[src/hw/lsbd_pkg.sv]
// Constants, types and opcode patterns for the logic, string and branch
// decoder. Assumes opcode bytes arrive one at a time from the fetch queue.
// What this block does
// - First byte 110100vw is the shift group; second-byte middle field picks operation.
// - First byte 1111011w: field 000 flag-only AND immediate, 010 invert.
// - AND, OR, XOR register forms 001000dw, 000010dw, 001100dw take a mode byte.
// - Flag-only AND writes no result; register form 1000010w takes a mode byte.
// - 1010100w is flag-only AND of accumulator with one or two data bytes.
// - 1010110w string load into low byte or word accumulator by size.
// - 1010101w string store from low byte or word accumulator by size.
// - Scan 1010111w, copy 1010010w, compare 1010011w, byte or word by low bit.
// - Jump 11101001 takes low then high displacement; 11101011 takes one byte.
// - 11000011 near return, 11001011 far return, no operand bytes follow.
// - 11000010 near return then adds 16-bit immediate to stack pointer.
// - 11001010 far return then adds 16-bit immediate to stack pointer.
// - 01111100 is branch if less with one displacement byte.
// - Carry rotations are distinct, field 010 left and 011 right.
// - Count-source bit clear means count one, set means count low byte.
// - Size bit one selects word, zero selects byte.
// - Direction bit set makes register field the destination.
// - Repeat prefix low bit is held as zero flag test value.
package lsbd_pkg;

    localparam logic [5:0] SHIFT_PAT     = 6'h34; // 110100
    localparam logic [6:0] UNARY_PAT     = 7'h7B; // 1111011
    localparam logic [5:0] AND_RM_PAT    = 6'h08; // 001000
    localparam logic [5:0] OR_RM_PAT     = 6'h02; // 000010
    localparam logic [5:0] XOR_RM_PAT    = 6'h0C; // 001100
    localparam logic [6:0] TEST_RM_PAT   = 7'h42; // 1000010
    localparam logic [6:0] TEST_ACC_PAT  = 7'h54; // 1010100
    localparam logic [6:0] LOAD_PAT      = 7'h56; // 1010110
    localparam logic [6:0] STORE_PAT     = 7'h55; // 1010101
    localparam logic [6:0] SCAN_PAT      = 7'h57; // 1010111
    localparam logic [6:0] COPY_PAT      = 7'h52; // 1010010
    localparam logic [6:0] COMPARE_PAT   = 7'h53; // 1010011
    localparam logic [6:0] PREFIX_PAT    = 7'h79; // 1111001
    localparam logic [7:0] JMP_NEAR_OP   = 8'hE9;
    localparam logic [7:0] JMP_SHORT_OP  = 8'hEB;
    localparam logic [7:0] RET_NEAR_OP   = 8'hC3;
    localparam logic [7:0] RET_NEAR_IMM  = 8'hC2;
    localparam logic [7:0] RET_FAR_OP    = 8'hCB;
    localparam logic [7:0] RET_FAR_IMM   = 8'hCA;
    localparam logic [7:0] BR_EQUAL_OP   = 8'h74;
    localparam logic [7:0] BR_LESS_OP    = 8'h7C;

    // Middle field (bits 5..3) of the second byte.
    localparam logic [2:0] FLD_ROL  = 3'h0;
    localparam logic [2:0] FLD_ROR  = 3'h1;
    localparam logic [2:0] FLD_RCL  = 3'h2;
    localparam logic [2:0] FLD_RCR  = 3'h3;
    localparam logic [2:0] FLD_SHL  = 3'h4;
    localparam logic [2:0] FLD_SHR  = 3'h5;
    localparam logic [2:0] FLD_SAR  = 3'h7;
    localparam logic [2:0] FLD_TEST = 3'h0;
    localparam logic [2:0] FLD_NOT  = 3'h2;

    typedef enum logic [4:0] {
        OP_NONE          = 5'h00,
        OP_ROTATE_LEFT   = 5'h01,
        OP_ROTATE_RIGHT  = 5'h02,
        OP_ROTATE_CLEFT  = 5'h03,
        OP_ROTATE_CRIGHT = 5'h04,
        OP_SHIFT_LEFT    = 5'h05,
        OP_LSHIFT_RIGHT  = 5'h06,
        OP_ASHIFT_RIGHT  = 5'h07,
        OP_INVERT        = 5'h08,
        OP_AND           = 5'h09,
        OP_OR            = 5'h0A,
        OP_XOR           = 5'h0B,
        OP_FLAG_AND      = 5'h0C,
        OP_STRING_LOAD   = 5'h0D,
        OP_STRING_STORE  = 5'h0E,
        OP_SCAN_STRING   = 5'h0F,
        OP_STRING_COPY   = 5'h10,
        OP_STRING_CMP    = 5'h11,
        OP_BRANCH        = 5'h12,
        OP_EXIT_NEAR     = 5'h13,
        OP_EXIT_FAR      = 5'h14,
        OP_BR_EQUAL      = 5'h15,
        OP_BR_LESS       = 5'h16,
        OP_ILLEGAL       = 5'h1F
    } lsbd_op_e;

    typedef enum logic [2:0] {
        ST_OPCODE  = 3'h0,
        ST_MODE    = 3'h1,
        ST_LOW     = 3'h2,
        ST_HIGH    = 3'h3,
        ST_PRESENT = 3'h4
    } lsbd_state_e;

    // Decoded instruction handed to execution.
    typedef struct packed {
        lsbd_op_e    op;
        logic        isWord;      // Word operand when set.
        logic        regIsDest;   // Register field is destination when set.
        logic        countFromCl; // Count from count_low_byte when set.
        logic        writesResult;
        logic        addStackPtr; // Add operand to stack_pointer after exit.
        logic        repeatOn;
        logic        repeatZero;  // Zero flag value tested by compare/scan.
        logic [7:0]  modeByte;
        logic [15:0] operand;
    } lsbd_instr_s;

    // Length summary for one opcode.
    typedef struct packed {
        lsbd_op_e   op;
        logic       needsMode;
        logic [1:0] extraBytes;  // Bytes after opcode and mode byte.
        logic [1:0] totalFollow; // All bytes after the opcode.
    } lsbd_len_s;

endpackage : lsbd_pkg

[src/hw/lsbd_first_byte.sv]
// Combinational classification of an opcode byte.
// Assumes the caller supplies the second byte once it is known.
`timescale 1ns/1ps
module lsbd_first_byte
(
    // Opcode and mode bytes.
    input  wire logic [7:0]         opByte,
    input  wire logic [7:0]         modeByte,
    // Classification result.
    output lsbd_pkg::lsbd_len_s     lenInfo
);
    import lsbd_pkg::*;

    // Pattern matches on the first byte.
    wire       isShift  = (opByte[7:2] == SHIFT_PAT);
    wire       isUnary  = (opByte[7:1] == UNARY_PAT);
    wire       isAndRm  = (opByte[7:2] == AND_RM_PAT);
    wire       isOrRm   = (opByte[7:2] == OR_RM_PAT);
    wire       isXorRm  = (opByte[7:2] == XOR_RM_PAT);
    wire       isTestRm = (opByte[7:1] == TEST_RM_PAT);
    wire       isTestAc = (opByte[7:1] == TEST_ACC_PAT);
    wire [2:0] midField = modeByte[5:3];
    wire       wordBit  = opByte[0];
    wire [1:0] dataLen  = wordBit ? 2'h2 : 2'h1;

    // Operation selection for the shift group and unary group.
    lsbd_op_e shiftOp;
    lsbd_op_e unaryOp;
    always_comb
    begin
        case (midField)
            FLD_ROL: shiftOp = OP_ROTATE_LEFT;
            FLD_ROR: shiftOp = OP_ROTATE_RIGHT;
            FLD_RCL: shiftOp = OP_ROTATE_CLEFT;
            FLD_RCR: shiftOp = OP_ROTATE_CRIGHT;
            FLD_SHL: shiftOp = OP_SHIFT_LEFT;
            FLD_SHR: shiftOp = OP_LSHIFT_RIGHT;
            FLD_SAR: shiftOp = OP_ASHIFT_RIGHT;
            default: shiftOp = OP_ILLEGAL;
        endcase
        case (midField)
            FLD_TEST: unaryOp = OP_FLAG_AND;
            FLD_NOT:  unaryOp = OP_INVERT;
            default:  unaryOp = OP_ILLEGAL;
        endcase
    end

    // Length and operation lookup.
    always_comb
    begin
        lenInfo = '{op: OP_ILLEGAL, needsMode: 1'b0,
                    extraBytes: 2'h0, totalFollow: 2'h0};
        if (isShift)
        begin
            lenInfo.op = shiftOp;
            lenInfo.needsMode = 1'b1;
        end
        else if (isUnary)
        begin
            lenInfo.op = unaryOp;
            lenInfo.needsMode = 1'b1;
            lenInfo.extraBytes = (unaryOp == OP_FLAG_AND) ? dataLen
                                                         : 2'h0;
        end
        else if (isAndRm | isOrRm | isXorRm | isTestRm)
        begin
            lenInfo.needsMode = 1'b1;
            lenInfo.op = isAndRm ? OP_AND : isOrRm ? OP_OR :
                         isXorRm ? OP_XOR : OP_FLAG_AND;
        end
        else if (isTestAc)
        begin
            lenInfo.op = OP_FLAG_AND;
            lenInfo.extraBytes = dataLen;
        end
        else
        begin
            case (opByte[7:1])
                LOAD_PAT:    lenInfo.op = OP_STRING_LOAD;
                STORE_PAT:   lenInfo.op = OP_STRING_STORE;
                SCAN_PAT:    lenInfo.op = OP_SCAN_STRING;
                COPY_PAT:    lenInfo.op = OP_STRING_COPY;
                COMPARE_PAT: lenInfo.op = OP_STRING_CMP;
                default:
                begin
                    case (opByte)
                        JMP_NEAR_OP:
                        begin
                            lenInfo.op = OP_BRANCH;
                            lenInfo.extraBytes = 2'h2;
                        end
                        JMP_SHORT_OP:
                        begin
                            lenInfo.op = OP_BRANCH;
                            lenInfo.extraBytes = 2'h1;
                        end
                        RET_NEAR_OP: lenInfo.op = OP_EXIT_NEAR;
                        RET_FAR_OP:  lenInfo.op = OP_EXIT_FAR;
                        RET_NEAR_IMM:
                        begin
                            lenInfo.op = OP_EXIT_NEAR;
                            lenInfo.extraBytes = 2'h2;
                        end
                        RET_FAR_IMM:
                        begin
                            lenInfo.op = OP_EXIT_FAR;
                            lenInfo.extraBytes = 2'h2;
                        end
                        BR_EQUAL_OP:
                        begin
                            lenInfo.op = OP_BR_EQUAL;
                            lenInfo.extraBytes = 2'h1;
                        end
                        BR_LESS_OP:
                        begin
                            lenInfo.op = OP_BR_LESS;
                            lenInfo.extraBytes = 2'h1;
                        end
                        default: lenInfo.op = OP_ILLEGAL;
                    endcase
                end
            endcase
        end
        // Mode byte counts as one following byte.
        lenInfo.totalFollow = 2'(lenInfo.extraBytes
                                 + {1'b0, lenInfo.needsMode});
    end

endmodule : lsbd_first_byte

[src/hw/logic_string_branch_decoder.sv]
// Top of the decoder: collects opcode, mode and operand bytes and presents
// one decoded instruction. Assumes a valid/ready byte stream from the fetch
// queue and a ready signal from execution.
`timescale 1ns/1ps
module logic_string_branch_decoder
(
    // Clock and reset.
    input  wire logic                 core_clk,
    input  wire logic                 reset,
    // Byte stream from fetch.
    input  wire logic [7:0]           fetchByte,
    input  wire logic                 fetchValid,
    output logic                      fetchReady,
    // Length report to fetch at opcode time.
    output logic                      lenValid,
    output logic [1:0]                lenFollow,
    // Decoded instruction to execution.
    output lsbd_pkg::lsbd_instr_s     instr,
    output logic                      instrValid,
    input  wire logic                 execReady
);
    import lsbd_pkg::*;

    lsbd_state_e state;
    lsbd_state_e next_state;
    logic [7:0]  opByte;
    logic [1:0]  remaining;
    logic        prefixSeen;
    logic        prefixZero;
    lsbd_len_s   lenNow;
    lsbd_instr_s next_instr;

    // Classify the live byte at opcode time, the held byte afterwards.
    wire         atOpcode = (state == ST_OPCODE);
    wire [7:0]   classByte = atOpcode ? fetchByte : opByte;
    wire         take = fetchValid & fetchReady;
    wire         isPrefix = (fetchByte[7:1] == PREFIX_PAT);
    // Flag-only forms write nothing back. Group ops settle only once the
    // mode byte is seen, so this is applied at both capture steps.
    wire         noResult = (lenNow.op == OP_FLAG_AND)
                          | (lenNow.op == OP_STRING_CMP)
                          | (lenNow.op == OP_SCAN_STRING)
                          | (lenNow.op == OP_BR_EQUAL)
                          | (lenNow.op == OP_BR_LESS);

    lsbd_first_byte u_first
    (
        .opByte   (classByte),
        .modeByte (fetchByte),
        .lenInfo  (lenNow)
    );

    // Mode byte sits in the fetch slot when its state is live.
    assign fetchReady = (state != ST_PRESENT);
    assign instrValid = (state == ST_PRESENT);
    assign lenValid   = atOpcode & fetchValid & ~isPrefix;
    assign lenFollow  = lenNow.totalFollow;

    // Next-state selection.
    always_comb
    begin
        next_state = state;
        case (state)
            ST_OPCODE:
                if (take & ~isPrefix)
                    next_state = lenNow.needsMode ? ST_MODE :
                                 (lenNow.extraBytes != 2'h0) ? ST_LOW :
                                 ST_PRESENT;
            ST_MODE:
                if (take)
                    next_state = (lenNow.extraBytes != 2'h0) ? ST_LOW
                                                             : ST_PRESENT;
            ST_LOW:
                if (take)
                    next_state = (remaining == 2'h2) ? ST_HIGH : ST_PRESENT;
            ST_HIGH:
                if (take)
                    next_state = ST_PRESENT;
            ST_PRESENT:
                if (execReady)
                    next_state = ST_OPCODE;
            default:
                next_state = ST_OPCODE;
        endcase
    end

    // Field capture for the presented instruction.
    always_comb
    begin
        next_instr = instr;
        case (state)
            ST_OPCODE:
                if (take & ~isPrefix)
                begin
                    next_instr.op           = lenNow.op;
                    next_instr.isWord       = fetchByte[0];
                    next_instr.regIsDest    = fetchByte[1];
                    next_instr.countFromCl  = fetchByte[1];
                    next_instr.writesResult = ~noResult;
                    next_instr.addStackPtr  = (fetchByte == RET_NEAR_IMM)
                                            | (fetchByte == RET_FAR_IMM);
                    next_instr.repeatOn     = prefixSeen;
                    next_instr.repeatZero   = prefixZero;
                    next_instr.modeByte     = 8'h00;
                    next_instr.operand      = 16'h0000;
                end
            ST_MODE:
                if (take)
                begin
                    next_instr.op       = lenNow.op;
                    next_instr.writesResult = ~noResult;
                    next_instr.modeByte = fetchByte;
                end
            ST_LOW:
                if (take)
                    next_instr.operand = {8'h00, fetchByte};
            ST_HIGH:
                if (take)
                    next_instr.operand[15:8] = fetchByte;
            default:
                next_instr = instr;
        endcase
    end

    // State, byte counters and the repeat prefix hold.
    always_ff @(posedge core_clk)
    begin
        if (reset)
        begin
            state      <= ST_OPCODE;
            opByte     <= 8'h00;
            remaining  <= 2'h0;
            prefixSeen <= 1'b0;
            prefixZero <= 1'b0;
            instr      <= '0;
        end
        else
        begin
            state <= next_state;
            instr <= next_instr;
            if (atOpcode & take)
            begin
                opByte <= fetchByte;
                remaining <= lenNow.extraBytes;
            end
            else if ((state == ST_MODE) & take)
                remaining <= lenNow.extraBytes;
            if (atOpcode & take & isPrefix)
            begin
                prefixSeen <= 1'b1;
                prefixZero <= fetchByte[0];
            end
            else if ((state == ST_PRESENT) & execReady)
                prefixSeen <= 1'b0;
        end
    end

endmodule : logic_string_branch_decoder

[config.mk]
export PLATFORM = sky130hd
export DESIGN_NAME = logic_string_branch_decoder
export DESIGN_NICKNAME = d
export VERILOG_FILES = /design/src/hw/lsbd_pkg.sv /design/src/hw/lsbd_first_byte.sv /design/src/hw/logic_string_branch_decoder.sv
export SDC_FILE = /design/constraint.sdc
export NUM_CORES = 1
export LEC_CHECK = 0
export ABC_AREA = 1
export BUFFER_PORTS_ARGS = -buffer_cell sky130_fd_sc_hd__buf_4
export CAP_MARGIN = 0
export CORE_ASPECT_RATIO = 1.4
export CORE_UTILIZATION = 52
export CTS_BUF_LIST = sky130_fd_sc_hd__clkbuf_8
export DETAILED_ROUTE_END_ITERATION = 7
export PLACE_DENSITY = 0.84
export SYNTH_ARGS = -nofsm -noshare
export SYNTH_HDL_FRONTEND = slang
export SYNTH_SLANG_ARGS = --single-unit
[constraint.sdc]
create_clock -name core_clk -period 2.5 [get_ports core_clk]
set_input_delay 0.5 -clock core_clk [delete_from_list [all_inputs] [get_ports core_clk]]
set_output_delay 0.5 -clock core_clk [all_outputs]
set_load 0.01 [all_outputs]
==> flow_summary.yaml <==
run_status:
  status: "complete, but fails checks"
  violations: "setup timing"
pwr:
  totalPowerFinal_mw: 4.40
  ir_drop_mv: 0.729
  power.density_nw_per_um2: 1010
  leakagePower_nw: 2.12
setup_path:
  path_class: "register to primary output"
  worstPathRequired_ns: 2.00
  cp_cell_sequence: "nor2_4 > buf_12 > buf_16 > nand3_1 > nand2_2 > nand3_1 > nor3_1 > inv_1 > nand4_1 > ha_4 > xor2_1 > buf_4"
  crit_family: "simple AND/OR/NAND/NOR gates"
  endpoint_kind: "primary output"
  critPathBufInv: 4
  critPathMaxStageDelay_ns: 0.35
  arrival_ns: 2.57
  crit_path_max_fanout: 5
  cp-start-kind: "register"
  cp_common_cell: "nand3_1"
  critPathSlowestCell: "dfxtp_2"
layout:
  seq_area_um2: 1000
  most-common-layout-cells: "128 x buf_4, 86 x nand2_1, 49 x inv_1"
  diodes: 0
  num-nets-final: 586
  syn_to_final_growth_pct: 50.1
  fill_cells: 326
  final_common_cell: "buf_4"
  multi_input_area_um2: 1890
  utilization_pct: 82.8
  drive_gt1_share_pct: 40.2
sta:
  setup_viol: 5
  finClkSkew_ns: 0.0107
  min_period_over_period_pct: 123
  rsz0062_at_grt: "yes"
  min_period_ns: 3.07
  drv_slew: 0
  setup_tns_ns: -1.22
  worst_slew_pin_slew_ns: 0.718
  relSlewSlack_pct: 52.1
  setup_ws_ns: -0.570
  hold_slack_ns: 0.465
  clock.fmax_ghz: 0.326
  finalHoldViolCount: 0
clock_network:
  cts_root_buf: "clkbuf_8"
  htree_levels: 2
  clk_pin_slew_ns: 0.10
  cts_tree: "yes"
  clock_latency_ns: 0.32
  cts_buffers: 5
  cts_sinks: 50
  clk_path_buf_depth: 2
synthesis:
  synth_top_area_share_pct: 34.4
  syn_inst: 446
  ys_seq_area_share_pct: 34.4
  syn_area_um2: 2910
  synth_top_cell_by_area: "dfxtp_1"
  synth_edf_count: 0
  ys.warnings.count: 0
  ys_async_sr_fraction_pct: 0
  synth.top_cells.by_area: "dfxtp_1 34%, nand2_1 13%, a21oi_1 8.4%"
  syn_nets: 459
  synth_area_per_cell_um2: 6.53
  synth_ff_type: "dfxtp_1"
  ys_ff_latch: 50
  synth_cell_types: 33
detailed_routing:
  remaining_drc_errors: 0
  via_count: 3697
  drtIter0Drc: 257
  met2RoutedLength_mm: 5.63
  wl_met3_um: 935
  wirelength_mm: 11.4
  drt-met1-wl_mm: 3.88
  wl_per_cell_um: 17.8
  top_layer: "met4"
  drt_first_pass_iters: 5
  viasPerCell: 5.78
  ant_nets: 0
floorplan:
  initial_utilization_pct: 55.2
  die_w_um: 65.2
  die_y_um: 90.5
  io_pins: 53
  coreArea_um2: 5280
  die_area_um2: 5900
  fp-row-count: 31
grt:
  grt_pass1_wl_mm: 16.7
  antenna_found_initial: 0
  grt_start_max_net_pins: 28
  grt.total_usage_pct: 36.6
  grt_pass1_vias: 3557
  grt_overflow: 0
job:
  maxCapViolations: 0
place:
  gp_congestion: 0.976
  io_buffers: 52
  hpwl_mm: 6.99
min_path:
  hold_class: "input pin to register"
[power by group]
part           total [mW]  leakage [nW]  switching [mW]  internal, mW
logic                2.86          1.67            1.63          1.23
clock network       0.513        0.0408           0.312         0.201
registers            1.02         0.411          0.0890         0.933
[worst paths after layout]
kind	endpoint	start	cells after the start	slack, ns
setup / recovery	lenFollow[1]	state[2]	12	-0.57
hold / removal	instr[16]	fetchByte[0]	3	0.47
setup reg to reg	instr[27]	state[2]	20	-0.08
hold reg to reg	instr[12]	instr[12]	2	0.47
[per-layer routing]
layer	track usage, %	up-vias
met5	0	-
met4	30.3	0
met3	7.32	86
met2	62.6	238
met1	36.7	1683
li1	-	1690
[worst reg2reg max path, cell delays in order, from the launching register on]
cell,delay (ns)
dfxtp_2,0.35
nor2_4,0.13
buf_12,0.14
buf_16,0.11
nand3_1,0.22
nand2_2,0.23
nand2_1,0.13
nor2_4,0.15
nand2_4,0.08
buf_4,0.15
nor2_2,0.11
o21ai_1,0.08
nand2_1,0.07
inv_1,0.05
nand3_2,0.09
inv_1,0.06
nand2_2,0.06
nand2_1,0.05
nand2_1,0.06
nand3_2,0.07
a21oi_2,0.11
[cells in the mapped netlist (all sizes together) (2+ instances only)]
master and count:
a211oi 3, a21oi 52, buf 7, clkbuf 9
dfxtp 50, inv 54, nand2 121, nand3 41
nand3b 3, nand4 3, nor2 52, nor3 11
o211ai 2, o21ai 33
[flip-flops by register name (all words and copies together) (netlist names)]
| register | cells |
|---|---|
| prefixZero | 1 |
| remaining | 2 |
| instr | 35 |
| prefixSeen | 1 |
| state | 3 |
| opByte | 8 |
[final cells by class]
class	count	share of cell area (%)
multi-input combinational	325	43.3
timing repair buffer	136	24.9
sequential	50	23.0
inverter	55	4.78
tap	66	1.89
clock buffer	5	1.58
clock inverter	3	0.544
[through the flow]
step	worst slack [ns]	area, um2	cells
floorplan	0.00751	2910	446
detailed placement	-0.0344	3690	600
CTS	-0.316	4100	623
finish	-0.570	4370	640
global route	-0.589	4370	640
global placement	-0.0149	3690	600
[logic make-up after synthesis]
group                    share of synthesized area, %
XOR/XNOR                                        0.301
adder cells (fa/ha/maj)                         0.430
AND/OR/NAND/NOR                                  37.7
buffers and inverters                            10.4
AO/OA/AOI/OAI                                    16.7
flip-flops                                       34.4
[what timing repair did]
| action | in CTS | in global routing |
|---|---|---|
| pin swaps | 28 | 31 |
| endpoints found under the setup margin | 4 | 13 |
| buffers inserted | 17 | 20 |
| gates resized for setup | 47 | 37 |
| gates cloned | 1 | 0 |
| hold buffers | 0 | 0 |
No activity file was read; power rests on OpenSTA's default activity.
